===== config.mk =====
export PLATFORM = sky130hd
export DESIGN_NAME = dual_timer_cc_array
export DESIGN_NICKNAME = d
export VERILOG_FILES = /design/src/design/dual_timer_cc_pkg.sv /design/src/design/dual_timer_cc_array.sv
export SDC_FILE = /design/constraint.sdc
export NUM_CORES = 2
export LEC_CHECK = 0
export ABC_AREA = 1
export BUFFER_PORTS_ARGS = -buffer_cell sky130_fd_sc_hd__clkbuf_2
export CORE_ASPECT_RATIO = 1.75
export CORE_MARGIN = 1.5
export CORE_UTILIZATION = 35
export DETAILED_ROUTE_END_ITERATION = 10
export GPL_ROUTABILITY_DRIVEN = 0
export PLACE_DENSITY_LB_ADDON = 0.2
export SLEW_MARGIN = 20
export SYNTH_ARGS = -nofsm -noshare
export SYNTH_HDL_FRONTEND = slang
export SYNTH_SLANG_ARGS = --single-unit

===== constraint.sdc =====
create_clock -name i_clk -period 2.9 [get_ports i_clk]
set_clock_uncertainty 0.05 [all_clocks]
set_input_delay 0.145 -clock i_clk [delete_from_list [all_inputs] [get_ports i_clk]]
set_output_delay 0.145 -clock i_clk [all_outputs]
set_load 0.02 [all_outputs]

===== src/design/dual_timer_cc_pkg.sv =====
// constants, types and register map of the dual time-base capture/compare array
package dual_timer_cc_pkg;
   // geometry
   localparam int NUM_CH = 16; // capture/compare channels
   localparam int NUM_TMR = 2; // time bases
   localparam int CNT_W = 16; // timer and channel register width
   localparam int ADDR_W = 12; // apb byte address width

   // register byte offsets
   localparam logic [ADDR_W-1:0] OFS_TCTRL = 12'h000; // timer run, clock source, stagger
   localparam logic [ADDR_W-1:0] OFS_T0_CNT = 12'h004; // timer 0 count
   localparam logic [ADDR_W-1:0] OFS_T0_REL = 12'h008; // timer 0 reload
   localparam logic [ADDR_W-1:0] OFS_T1_CNT = 12'h00c; // timer 1 count
   localparam logic [ADDR_W-1:0] OFS_T1_REL = 12'h010; // timer 1 reload
   localparam logic [ADDR_W-1:0] OFS_DBL = 12'h014; // double-register pair enables
   localparam logic [ADDR_W-1:0] OFS_IRQ_STAT = 12'h018; // sticky events, write one to clear
   localparam logic [ADDR_W-1:0] OFS_IRQ_MASK = 12'h01c; // interrupt enables, same layout
   localparam logic [ADDR_W-1:0] OFS_CH_CFG = 12'h040; // 16 channel config words
   localparam logic [ADDR_W-1:0] OFS_CH_VAL = 12'h080; // 16 channel value words
   localparam logic [ADDR_W-1:0] OFS_CH_SPAN = 12'h040; // bytes per channel register bank

   // timer control field positions
   localparam int TC_RUN0 = 0; // timer 0 run
   localparam int TC_SRC0 = 1; // timer 0 source, 3 bits
   localparam int TC_RUN1 = 8; // timer 1 run
   localparam int TC_SRC1 = 9; // timer 1 source, 3 bits
   localparam int TC_STAG = 16; // staggered operation
   localparam int SRC_W = 3;

   // channel config field positions
   localparam int CF_MODE = 0; // 3-bit mode
   localparam int CF_TSEL = 3; // timer allocation
   localparam int CF_SE = 4; // single-event option

   // status bits above the channel events
   localparam int ST_OVF0 = 16; // timer 0 overflow
   localparam int ST_OVF1 = 17; // timer 1 overflow
   localparam int ST_W = 18;

   // prescaler
   localparam int PRE_W = 9;
   localparam logic [PRE_W-1:0] PRE_DIV8 = 9'h007;
   localparam logic [PRE_W-1:0] PRE_DIV64 = 9'h03f;
   localparam logic [PRE_W-1:0] PRE_DIV512 = 9'h1ff;

   // reset values and count limit
   localparam logic [CNT_W-1:0] CNT_RST = 16'h0000;
   localparam logic [CNT_W-1:0] CNT_MAX = 16'hffff;
   localparam logic [31:0] RD_ZERO = 32'h0000_0000;

   // timer count clock sources
   typedef enum logic [2:0] {
      SRC_DIV1 = 3'b000,
      SRC_DIV8 = 3'b001,
      SRC_DIV64 = 3'b010,
      SRC_DIV512 = 3'b011,
      SRC_GPT6 = 3'b100,
      SRC_EXT = 3'b101,
      SRC_RSV6 = 3'b110,
      SRC_RSV7 = 3'b111
   } src_t;

   // channel operating modes
   typedef enum logic [2:0] {
      MODE_OFF = 3'b000,
      MODE_CAP_RISE = 3'b001,
      MODE_CAP_FALL = 3'b010,
      MODE_CAP_BOTH = 3'b011,
      MODE_CMP0 = 3'b100,
      MODE_CMP1 = 3'b101,
      MODE_CMP2 = 3'b110,
      MODE_CMP3 = 3'b111
   } mode_t;

   // per-channel configuration word
   typedef struct packed {
      logic se;
      logic tsel;
      mode_t mode;
   } ch_cfg_t;

   localparam ch_cfg_t CFG_RST = '{se: 1'b0, tsel: 1'b0, mode: MODE_OFF};
endpackage : dual_timer_cc_pkg


===== src/design/dual_timer_cc_array.sv =====
// capture/compare array of sixteen channels on two reloadable time bases, apb slave
// Function
// sixteen channels, one-cycle or eight-cycle resolution
// two independent 16-bit timers with reload registers
// timer clock: prescaled sysclk or timer-six overflow
// timers may count external input events
// each channel picks timer and capture/compare
// one pin per channel, input or output
// capture latches allocated timer on pin event
// each capture raises its channel interrupt
// capture edge: rising, falling or both
// compare channels match continuously against timer
// mode 0: interrupt on every match
// mode 1: pin toggles on every match
// mode 2: interrupt on first match per period; code loses a match on the reload value after a hit in the previous period
// mode 3: pin high on match, low on overflow; code loses a match on the reload value after a hit in the previous period
// double register: two channels toggle one pin
// single-event option stops after one edge/pulse; code stops compare pulses only, captures ignore it
// timer-six overflow usable by both timers
// overflow reloads timer from its reload register
// single-event option clears itself after firing
`timescale 1ns/1ps
module dual_timer_cc_array
   import dual_timer_cc_pkg::*;
(
   input wire logic i_clk,
   input wire logic i_sys_rst,
   input wire logic i_psel,
   input wire logic i_penable,
   input wire logic i_pwrite,
   input wire logic [ADDR_W-1:0] i_paddr,
   input wire logic [31:0] i_pwdata,
   output logic [31:0] o_prdata,
   output logic o_pready,
   output logic o_pslverr,
   input wire logic [NUM_CH-1:0] i_cc_pin,
   input wire logic [NUM_TMR-1:0] i_ext_cnt,
   input wire logic i_gp_timer_six_ovf,
   output logic [NUM_CH-1:0] o_cc_pin,
   output logic [NUM_CH-1:0] o_cc_oe_n,
   output logic o_irq
);

   // single-cycle pulse when a source tick is due
   function automatic logic src_tick(input logic [SRC_W-1:0] src, input logic [PRE_W-1:0] pre,
                                     input logic stag, input logic six, input logic ext);
      logic t;
      t = 1'b0;
      unique case (src_t'(src))
         SRC_DIV1: t = stag ? (pre[2:0] == PRE_DIV8[2:0]) : 1'b1;
         SRC_DIV8: t = (pre[2:0] == PRE_DIV8[2:0]);
         SRC_DIV64: t = (pre[5:0] == PRE_DIV64[5:0]);
         SRC_DIV512: t = (pre == PRE_DIV512);
         SRC_GPT6: t = six;
         SRC_EXT: t = ext;
         SRC_RSV6: t = 1'b0;
         SRC_RSV7: t = 1'b0;
      endcase
      return t;
   endfunction : src_tick

   // compare modes that act on the pin
   function automatic logic pin_mode(input mode_t m);
      return (m == MODE_CMP1) || (m == MODE_CMP3);
   endfunction : pin_mode

   // apb side
   logic pready_r; // answer strobe, high one cycle in the second access cycle
   logic pslverr_r; // unmapped or misaligned address
   logic [31:0] prdata_r; // read data latched with the answer
   logic [31:0] rd_mux; // combinational read value
   logic rd_err; // combinational address error
   logic acc; // completing transfer
   logic wr; // completing write
   logic [3:0] ch_idx; // channel index from address

   // control and state registers
   logic [NUM_TMR-1:0] run_r; // timer run bits
   logic [SRC_W-1:0] src_r [NUM_TMR]; // timer clock sources
   logic stag_r; // staggered operation
   logic [NUM_CH/2-1:0] dbl_r; // pair k with k+8 on pin k
   logic [ST_W-1:0] stat_r; // sticky events
   logic [ST_W-1:0] mask_r; // interrupt enables
   logic [CNT_W-1:0] cnt_r [NUM_TMR]; // timer counts
   logic [CNT_W-1:0] rel_r [NUM_TMR]; // reload values
   logic [NUM_TMR-1:0] step_r; // timer moved last cycle
   logic [NUM_TMR-1:0] ovf_r; // timer overflowed last cycle
   logic [PRE_W-1:0] pre_r; // free-running prescaler
   logic [NUM_TMR-1:0] ext_d_r; // previous external count level
   ch_cfg_t cfg_r [NUM_CH]; // channel configs
   logic [CNT_W-1:0] val_r [NUM_CH]; // channel capture/compare values
   logic [NUM_CH-1:0] pin_d_r; // previous pin level for edge detect
   logic [NUM_CH-1:0] hit_r; // mode 2/3 already hit this period
   logic [NUM_CH-1:0] done_r; // single event consumed
   logic [NUM_CH-1:0] pin_r; // compare output level
   logic [NUM_CH-1:0] oe_n_r; // output enable, low while driving
   logic irq_r; // interrupt level

   // combinational event terms
   logic [NUM_TMR-1:0] tick; // count tick per timer
   logic [NUM_CH-1:0] capt; // capture event
   logic [NUM_CH-1:0] fire; // compare action
   logic [ST_W-1:0] evt; // status set terms

   assign acc = i_psel & i_penable & pready_r;
   assign wr = acc & i_pwrite;
   assign ch_idx = i_paddr[5:2];

   // tick selection per timer; timer-six overflow feeds either timer
   always_comb
   begin
      for (int t = 0; t < NUM_TMR; t++)
      begin
         tick[t] = run_r[t] & src_tick(src_r[t], pre_r, stag_r, i_gp_timer_six_ovf,
                                       i_ext_cnt[t] & ~ext_d_r[t]);
      end
   end

   // prescaler and external count edge history
   always_ff @(posedge i_clk)
   begin
      if (i_sys_rst)
      begin
         pre_r <= '0;
         ext_d_r <= '0;
      end
      else
      begin
         pre_r <= pre_r + 1'b1;
         ext_d_r <= i_ext_cnt;
      end
   end

   // timers: software load wins over a tick so a count write is never half-applied
   always_ff @(posedge i_clk)
   begin
      if (i_sys_rst)
      begin
         for (int t = 0; t < NUM_TMR; t++)
         begin
            cnt_r[t] <= CNT_RST;
            rel_r[t] <= CNT_RST;
         end
         step_r <= '0;
         ovf_r <= '0;
      end
      else
      begin
         for (int t = 0; t < NUM_TMR; t++)
         begin
            step_r[t] <= 1'b0;
            ovf_r[t] <= 1'b0;
            if (wr && i_paddr == (t == 0 ? OFS_T0_REL : OFS_T1_REL))
            begin
               rel_r[t] <= i_pwdata[CNT_W-1:0];
            end
            if (wr && i_paddr == (t == 0 ? OFS_T0_CNT : OFS_T1_CNT))
            begin
               cnt_r[t] <= i_pwdata[CNT_W-1:0];
            end
            else if (tick[t])
            begin
               step_r[t] <= 1'b1;
               if (cnt_r[t] == CNT_MAX)
               begin
                  cnt_r[t] <= rel_r[t];
                  ovf_r[t] <= 1'b1;
               end
               else
               begin
                  cnt_r[t] <= cnt_r[t] + 1'b1;
               end
            end
         end
      end
   end

   // control registers
   always_ff @(posedge i_clk)
   begin
      if (i_sys_rst)
      begin
         run_r <= '0;
         src_r[0] <= SRC_DIV1;
         src_r[1] <= SRC_DIV1;
         stag_r <= 1'b0;
         dbl_r <= '0;
         mask_r <= '0;
      end
      else if (wr)
      begin
         if (i_paddr == OFS_TCTRL)
         begin
            run_r <= {i_pwdata[TC_RUN1], i_pwdata[TC_RUN0]};
            src_r[0] <= i_pwdata[TC_SRC0 +: SRC_W];
            src_r[1] <= i_pwdata[TC_SRC1 +: SRC_W];
            stag_r <= i_pwdata[TC_STAG];
         end
         if (i_paddr == OFS_DBL)
         begin
            dbl_r <= i_pwdata[NUM_CH/2-1:0];
         end
         if (i_paddr == OFS_IRQ_MASK)
         begin
            mask_r <= i_pwdata[ST_W-1:0];
         end
      end
   end

   // per-channel event detection; a match counts only in the cycle after the timer moved
   always_comb
   begin
      for (int n = 0; n < NUM_CH; n++)
      begin
         capt[n] = 1'b0;
         fire[n] = 1'b0;
         unique case (cfg_r[n].mode)
            MODE_OFF: ;
            MODE_CAP_RISE: capt[n] = i_cc_pin[n] & ~pin_d_r[n];
            MODE_CAP_FALL: capt[n] = ~i_cc_pin[n] & pin_d_r[n];
            MODE_CAP_BOTH: capt[n] = i_cc_pin[n] ^ pin_d_r[n];
            MODE_CMP0, MODE_CMP1:
               fire[n] = step_r[cfg_r[n].tsel] & (cnt_r[cfg_r[n].tsel] == val_r[n])
                         & ~done_r[n];
            MODE_CMP2, MODE_CMP3:
               fire[n] = step_r[cfg_r[n].tsel] & (cnt_r[cfg_r[n].tsel] == val_r[n])
                         & ~done_r[n] & ~hit_r[n];
         endcase
      end
   end

   // channel config and values; a capture wins over a software value write
   always_ff @(posedge i_clk)
   begin
      if (i_sys_rst)
      begin
         for (int n = 0; n < NUM_CH; n++)
         begin
            cfg_r[n] <= CFG_RST;
            val_r[n] <= CNT_RST;
         end
         pin_d_r <= '0;
         hit_r <= '0;
         done_r <= '0;
      end
      else
      begin
         pin_d_r <= i_cc_pin;
         for (int n = 0; n < NUM_CH; n++)
         begin
            // timer allocation and mode per channel
            if (wr && i_paddr[ADDR_W-1:6] == OFS_CH_CFG[ADDR_W-1:6] && ch_idx == n[3:0])
            begin
               cfg_r[n] <= ch_cfg_t'(i_pwdata[CF_SE:CF_MODE]);
               if (i_pwdata[CF_SE])
               begin
                  done_r[n] <= 1'b0; // re-arm single event
               end
            end
            if (fire[n] && cfg_r[n].se)
            begin
               cfg_r[n].se <= 1'b0;
               done_r[n] <= 1'b1;
            end
            if (capt[n])
            begin
               val_r[n] <= cnt_r[cfg_r[n].tsel];
            end
            else if (wr && i_paddr[ADDR_W-1:6] == OFS_CH_VAL[ADDR_W-1:6] && ch_idx == n[3:0])
            begin
               val_r[n] <= i_pwdata[CNT_W-1:0];
            end
            // period latch: the overflow clears it one cycle late, so after a hit a match on the reload value is lost
            if (fire[n])
            begin
               hit_r[n] <= 1'b1;
            end
            else if (ovf_r[cfg_r[n].tsel])
            begin
               hit_r[n] <= 1'b0;
            end
         end
      end
   end

   // pin drivers; second channel of a pair releases its own pin
   always_ff @(posedge i_clk)
   begin
      if (i_sys_rst)
      begin
         pin_r <= '0;
         oe_n_r <= '1;
      end
      else
      begin
         for (int n = 0; n < NUM_CH; n++)
         begin
            if (n < NUM_CH / 2 && dbl_r[n % (NUM_CH / 2)])
            begin
               oe_n_r[n] <= 1'b0;
               if (fire[n] || fire[(n + NUM_CH / 2) % NUM_CH])
               begin
                  pin_r[n] <= ~pin_r[n];
               end
            end
            else if (n >= NUM_CH / 2 && dbl_r[n % (NUM_CH / 2)])
            begin
               oe_n_r[n] <= 1'b1;
            end
            else
            begin
               oe_n_r[n] <= ~pin_mode(cfg_r[n].mode);
               if (cfg_r[n].mode == MODE_CMP1 && fire[n])
               begin
                  pin_r[n] <= ~pin_r[n];
               end
               else if (cfg_r[n].mode == MODE_CMP3 && fire[n])
               begin
                  pin_r[n] <= 1'b1;
               end
               else if (cfg_r[n].mode == MODE_CMP3 && ovf_r[cfg_r[n].tsel])
               begin
                  pin_r[n] <= 1'b0;
               end
            end
         end
      end
   end

   // status set terms: channel events and timer overflows
   always_comb
   begin
      evt = '0;
      evt[NUM_CH-1:0] = capt | fire;
      evt[ST_OVF0] = ovf_r[0];
      evt[ST_OVF1] = ovf_r[1];
   end

   // sticky status, write one to clear; a new event in the clearing cycle survives
   always_ff @(posedge i_clk)
   begin
      if (i_sys_rst)
      begin
         stat_r <= '0;
      end
      else if (wr && i_paddr == OFS_IRQ_STAT)
      begin
         stat_r <= (stat_r & ~i_pwdata[ST_W-1:0]) | evt;
      end
      else
      begin
         stat_r <= stat_r | evt;
      end
   end

   // interrupt level, one cycle behind the status
   always_ff @(posedge i_clk)
   begin
      if (i_sys_rst)
      begin
         irq_r <= 1'b0;
      end
      else
      begin
         irq_r <= |(stat_r & mask_r);
      end
   end

   // read mux and address check
   always_comb
   begin
      rd_mux = RD_ZERO;
      rd_err = 1'b0;
      if (i_paddr[1:0] != 2'b00)
      begin
         rd_err = 1'b1;
      end
      else if (i_paddr[ADDR_W-1:6] == OFS_CH_CFG[ADDR_W-1:6])
      begin
         rd_mux[CF_SE:CF_MODE] = cfg_r[ch_idx];
      end
      else if (i_paddr[ADDR_W-1:6] == OFS_CH_VAL[ADDR_W-1:6])
      begin
         rd_mux[CNT_W-1:0] = val_r[ch_idx];
      end
      else
      begin
         unique case (i_paddr)
            OFS_TCTRL:
            begin
               rd_mux[TC_RUN0] = run_r[0];
               rd_mux[TC_SRC0 +: SRC_W] = src_r[0];
               rd_mux[TC_RUN1] = run_r[1];
               rd_mux[TC_SRC1 +: SRC_W] = src_r[1];
               rd_mux[TC_STAG] = stag_r;
            end
            OFS_T0_CNT: rd_mux[CNT_W-1:0] = cnt_r[0];
            OFS_T0_REL: rd_mux[CNT_W-1:0] = rel_r[0];
            OFS_T1_CNT: rd_mux[CNT_W-1:0] = cnt_r[1];
            OFS_T1_REL: rd_mux[CNT_W-1:0] = rel_r[1];
            OFS_DBL: rd_mux[NUM_CH/2-1:0] = dbl_r;
            OFS_IRQ_STAT: rd_mux[ST_W-1:0] = stat_r;
            OFS_IRQ_MASK: rd_mux[ST_W-1:0] = mask_r;
            default: rd_err = 1'b1;
         endcase
      end
   end

   // apb answer: one wait state, so pready is a plain flop and never a path from the bus
   always_ff @(posedge i_clk)
   begin
      if (i_sys_rst)
      begin
         pready_r <= 1'b0;
         pslverr_r <= 1'b0;
         prdata_r <= RD_ZERO;
      end
      else
      begin
         pready_r <= i_psel & i_penable & ~pready_r;
         if (i_psel && i_penable && !pready_r)
         begin
            pslverr_r <= rd_err;
            prdata_r <= (i_pwrite || rd_err) ? RD_ZERO : rd_mux;
         end
         else
         begin
            pslverr_r <= 1'b0;
         end
      end
   end

   assign o_prdata = prdata_r;
   assign o_pready = pready_r;
   assign o_pslverr = pslverr_r;
   assign o_cc_pin = pin_r;
   assign o_cc_oe_n = oe_n_r;
   assign o_irq = irq_r;
endmodule : dual_timer_cc_array


Word-level counts from Yosys, hierarchy flattened
Memories as Yosys holds them, arrays and structs flattened.
Cells that the tools add are included.
{"block": "classes", "n_lt_le_gt_ge": 16, "n_bitwise": 292, "mux": 575, "n_reduce_logical": 282, "eq_ne": 179, "n_addsub": 3}
{"op": "two-way mux 16 bit", "count": 41}
{"op": "two-way mux 1 bit", "count": 470}
{"op": "== test 16 bit", "count": 16}
{"op": "== test 3 bit (second input constant)", "count": 73}
{"op": "== test 3 x 2 -> 1 bit (second input constant)", "count": 36}
{"op": "NOT 1 bit", "count": 108}
{"op": "logical AND 1 bit", "count": 105}
{"op": "nonzero test 2 bit", "count": 49}
{"op": "OR reduction 2 bit", "count": 45}
{"op": "AND 1 bit", "count": 88}
{"op": "two-way mux 5 bit", "count": 17}
{"op": "bitwise OR 1 bit", "count": 74}
{"op": "AND reduction 2 bit", "count": 35}
{"op": "one-hot mux 4 bit (7 select lines)", "count": 2}
{"op": "== test 3 x 1 -> 1 bit (second input constant)", "count": 18}
{"op": "two-way mux 18 bit", "count": 3}
{"op": "one-hot mux 1 bit (3 select lines)", "count": 17}
{"op": "== test 12 x 5 -> 1 bit (second input constant)", "count": 4}
{"op": "AND 18 bit", "count": 2}
{"op": "bitwise OR 18 bit", "count": 2}
{"op": "one-hot mux 1 bit (2 select lines)", "count": 17}
{"op": "adder 16 x 1 -> 16 bit (second input constant)", "count": 2}
{"op": "== test 16 bit (second input constant)", "count": 2}
{"op": "== test 4 bit (second input constant)", "count": 8}
{"op": "other kinds (30)", "count": 113}
{"block": "word_totals", "memories": 5, "output_inout_bits": 67, "inputBits": 68, "elab_cells": 1424, "mem_bits_rw": 406, "ff_bits": 177}
{"memory": "val_r", "depth": 16, "width": 16, "read_ports": 17, "rd_ports_with_merged_regs": 0, "wr": 16, "line": "dual_timer_cc_array.sv:91", "text": "logic [CNT_W-1:0] val_r [NUM_CH];"}
{"memory": "cfg_r", "depth": 16, "width": 5, "read_ports": 17, "rd_ports_with_merged_regs": 0, "wr": 16, "line": "dual_timer_cc_array.sv:90", "text": "ch_cfg_t cfg_r [NUM_CH];"}
{"memory": "cnt_r", "depth": 2, "width": 16, "read_ports": 18, "rd_ports_with_merged_regs": 0, "wr": 2, "line": "dual_timer_cc_array.sv:84", "text": "logic [CNT_W-1:0] cnt_r [NUM_TMR];"}
{"memory": "rel_r", "depth": 2, "width": 16, "read_ports": 2, "rd_ports_with_merged_regs": 0, "wr": 2, "line": "dual_timer_cc_array.sv:85", "text": "logic [CNT_W-1:0] rel_r [NUM_TMR];"}
{"memory": "src_r", "depth": 2, "width": 3, "read_ports": 2, "rd_ports_with_merged_regs": 0, "wr": 2, "line": "dual_timer_cc_array.sv:79", "text": "logic [SRC_W-1:0] src_r [NUM_TMR];"}

Longest topological paths before layout
An unclocked memory read counts as a cell.
{"block": "depth", "word_depth": 12, "depth_mapped": 18}

Worst setup path before layout
No wires, ideal clock.
{"block": "synth_timing", "kind": "register -> register", "from": "register pready_r, in the netlist o_pready", "to": "memory rel_r[0][0] (enable)", "slack_ns": 0.090, "setup_time_ns": 0.411, "synth_period_minus_slack_ns": 2.810, "t_required_ns": 2.439, "path_buffers": 1, "path_stages_with_launch": 6, "arrival_ns": 2.349, "cell_sequence": "dfxtp_1 inv_1 nor3_4 inv_2 clkbuf_1 o21ai_0"}
{"item": "start: declaration", "line": "dual_timer_cc_array.sv:68", "text": "logic pready_r;"}
{"item": "start signal: assignment", "line": "dual_timer_cc_array.sv:420", "text": "pready_r <= i_psel & i_penable & ~pready_r;"}
{"item": "end: declaration", "line": "dual_timer_cc_array.sv:85"}

==> out/results.txt <==
status = completed
Final Core Density = 41.9%
final hold viol count = 0
Highest Clock Rate = 0.356 GHz
post-synth cell types = 56
Worst setup SP type = flip-flop
Final period util = 96.9%
worst slack at placement = 0.0207 ns
area occupied by multi-input gates = 0.0181 sq mm
clk sinks = 569
Core ar. = 0.105 sq mm
number of synthesized flops with an enable pin = 406
DRC = 0
Async S/R FF share, synth = 0%
H-tree depth = 2
P&R area growth vs syn = 18.3%
antenna viol nets, final = 0
Final setup viols = 0
drt first pass iters = 9
Sw Ratio = 31.4%
Final Non-Filler Cells = 6,939
power per cell area = 480 mW/mm^2
Initial Util = 35.4%
largest net degree at the start of global routing = 74
final wirelength = 197 mm
Logic pwr share = 17.4%
main flop type after synthesis = edfxtp_1
Max Cap Viol = 0
sequential share of power = 44.8%
Ports = 135
fill count = 11,100
GRT Total Usage = 35.7%
clock network power share = 37.8%
register area = 0.0155 sq mm
clock buffer count from CTS = 55
Worst setup EP type = flip-flop
DIE WIDTH = 249 um
cell area after synthesis = 0.0371 sq mm
first-pass GRT wire length = 273 mm
Die Area = 0.108 sq mm
RSZ-0062 raised after global routing = no
Clock transition at path regs = 0.08 ns
initial drt markers = 5,112
antenna violations before repair = 3
Pins Over Slew Limit = 0
Worst Setup Slack, final = 0.0893 ns
CP Class = flip-flop to flip-flop
vias post-DR = 40,600
Yosys reg bits = 569
NetSw = 6.64 mW
ratio of cells with drive above 1 in the final layout = 13.1%
worst path required time = 3.42 ns
DPL Wire Length = 146 mm
setup TNS = 0 ns
root buf cell = clkbuf_16
wire length per cell = 28.4 um
max_slew headroom = 22.0%
vias in the first global route = 37,600
number of port buffers = 106
Pint = 14.5 mW
num rows = 157
gr ovfl total = 0
CTS tree = built
Post-Place Cells = 6,787
Ys Warns = 0
Via density = 5.85
hold slack = 0.00566 ns
crit path max fanout = 7
Die Y = 434 um
clock buffer depth = 3
clk_lat worst skew = 0.73 ns
Peak VDD IR = 0.598 mV
Hold Path Class = input port to flip-flop
register area share after synthesis = 41.6%
mean post-synth cell area = 7.10 sq um
synthesized instance count = 5,230
CP arrival = 3.33 ns
Worst Tran Pin Value = 1.17 ns
post-layout min period = 2.81 ns
nets = 5,644
leak pwr = 18.5 nW
==> area by class of cell <==
type / count / share of cell area [%]
diodes: 3 / 0.0171
flip-flops and latches: 569 / 35.2
clock inverters: 34 / 0.766
clock buffers: 69 / 3.52
multi-input cells: 3757 / 41.1
repair buffers: 541 / 10.2
inverters: 615 / 5.29
well taps: 1351 / 3.85
==> cells in the final DEF, fill, tap and decap left out, types with 36 or more instances in the layout <==
master / count
nand2_1: 1488
inv_1: 576
o21ai_0: 532
nor2_1: 456
edfxtp_1: 406
buf_4: 348
nand3_1: 306
o22ai_1: 235
dfxtp_1: 161
a21oi_1: 152
clkbuf_2: 105
nand4_1: 79
o21ai_1: 70
clkbuf_16: 61
xor2_1: 46
nor3_1: 44
buf_12: 44
or2_2: 39
dlygate4sd3_1: 39
o211ai_1: 36
==> timing repair <==
item                                    in CTS  in global routing
gates resized for setup                      1                 26
pin swaps                                    1                  8
endpoints found under the setup margin       2                 50
endpoints found under the hold margin       97                  0
hold buffers                                39                  0
cloned                                       0                  2
setup buffers                                0                  5
==> final timing paths <==
| check | start | endpoint | slack (ns) | cells after the start |
|---|---|---|---|---|
| worst max-delay path | pre_r[1]$_SDFF_PP0_ | cnt_r[1][13]$_DFFE_PP_ | 0.09 | 17 |
| worst min-delay path | i_penable | mask_r[5]$_SDFFE_PP0P_ | 0.006 | 6 |
| worst max register to register | pre_r[1]$_SDFF_PP0_ | cnt_r[1][13]$_DFFE_PP_ | 0.09 | 17 |
| worst min register to register | hit_r[15]$_SDFFE_PP0P_ | hit_r[15]$_SDFFE_PP0P_ | 0.42 | 2 |
==> flip-flops by register name, indices dropped and copies added, names as in the netlist, 8 cells and up <==
signal,cells
o_cc_pin,16
done_r,16
cfg_r,80
o_cc_oe_n,16
rel_r,32
pre_r,9
dbl_r,8
pin_d_r,16
stat_r,18
val_r,256
mask_r,18
hit_r,16
cnt_r,32
o_prdata,18
==> power groups by stage <==
stage	registers [mW]	clock network (mW)	logic [mW]
finish	9.45	7.98	3.67
global route	9.48	8.26	3.84
CTS	9.43	7.96	3.49
detailed placement	9.61	0	3.43
global placement	9.60	0	3.41
floorplan	9.47	0	1.88
==> worst max-delay path, stage by stage (launching register included) <==
cell and delay [ns]:
dfxtp_2 0.35, ha_4 0.15, nand3_4 0.07, nor2_4 0.13, nand2_2 0.06, nor2_2 0.10
buf_4 0.14, ha_2 0.17, inv_2 0.05, a211oi_2 0.20, o21ai_1 0.08, nand2_1 0.15
nand2_2 0.11, buf_6 0.14, a21oi_4 0.29, clkbuf_16 0.24, nand3_1 0.07, o221ai_1 0.09
==> layer usage <==
metal  up-vias  global-route usage [%]  wire length [um]
met5         -                       0                31
met4         4                    37.1             24100
met3       772                    7.48             20300
met2      2655                    55.9             86800
met1     19100                    39.2             65800
li1      18100                       -                 -
==> synth_stat cells, types with 11 or more instances <==
cell type / number / area (sq um)
a21oi_1: 153 / 766
a31oi_1: 13 / 81.3
buf_1: 13 / 48.8
buf_2: 129 / 646
buf_4: 33 / 248
clkbuf_1: 122 / 458
dfxtp_1: 163 / 3260
edfxtp_1: 406 / 12200
ha_1: 37 / 463
inv_1: 581 / 2180
inv_2: 28 / 105
nand2_1: 1494 / 5610
nand3_1: 307 / 1540
nand3_2: 15 / 150
nand3b_1: 22 / 165
nand4_1: 79 / 494
nor2_1: 459 / 1720
nor2_2: 17 / 106
nor3_1: 45 / 225
o2111ai_1: 11 / 96.3
o211ai_1: 36 / 270
o21ai_0: 536 / 2680
o21ai_1: 66 / 330
o221ai_1: 27 / 236
o22ai_1: 235 / 1470
o31ai_1: 31 / 233
or2_2: 39 / 244
xnor2_1: 16 / 140
xor2_1: 46 / 403
==> kinds of logic (layout without fill, tap and decap cells) <==
family / count (synthesis) / count (layout) / share of synthesized area, %
simple gates: 2514 / 2514 / 28.4
fa+ha+maj: 37 / 37 / 1.25
xor+xnor: 62 / 62 / 1.46
compound gates: 1130 / 1130 / 17.1
buf+inv: 917 / 1259 / 10.1
other cells: 1 / 17 / 0.0101
flops: 569 / 569 / 41.6
==> metrics by stage <==
| stage | power (mW) | instance area (sq um) |
|---|---|---|
| 5_1_grt | 21.6 | 43900 |
| 6_report | 21.1 | 43900 |
| 3_3_place_gp | 13.0 | 41400 |
| 2_1_floorplan | 11.3 | 37200 |
| 4_1_cts | 20.9 | 43700 |
| 3_5_place_dp | 13.0 | 41400 |
Power figures use the tool's default switching activity.
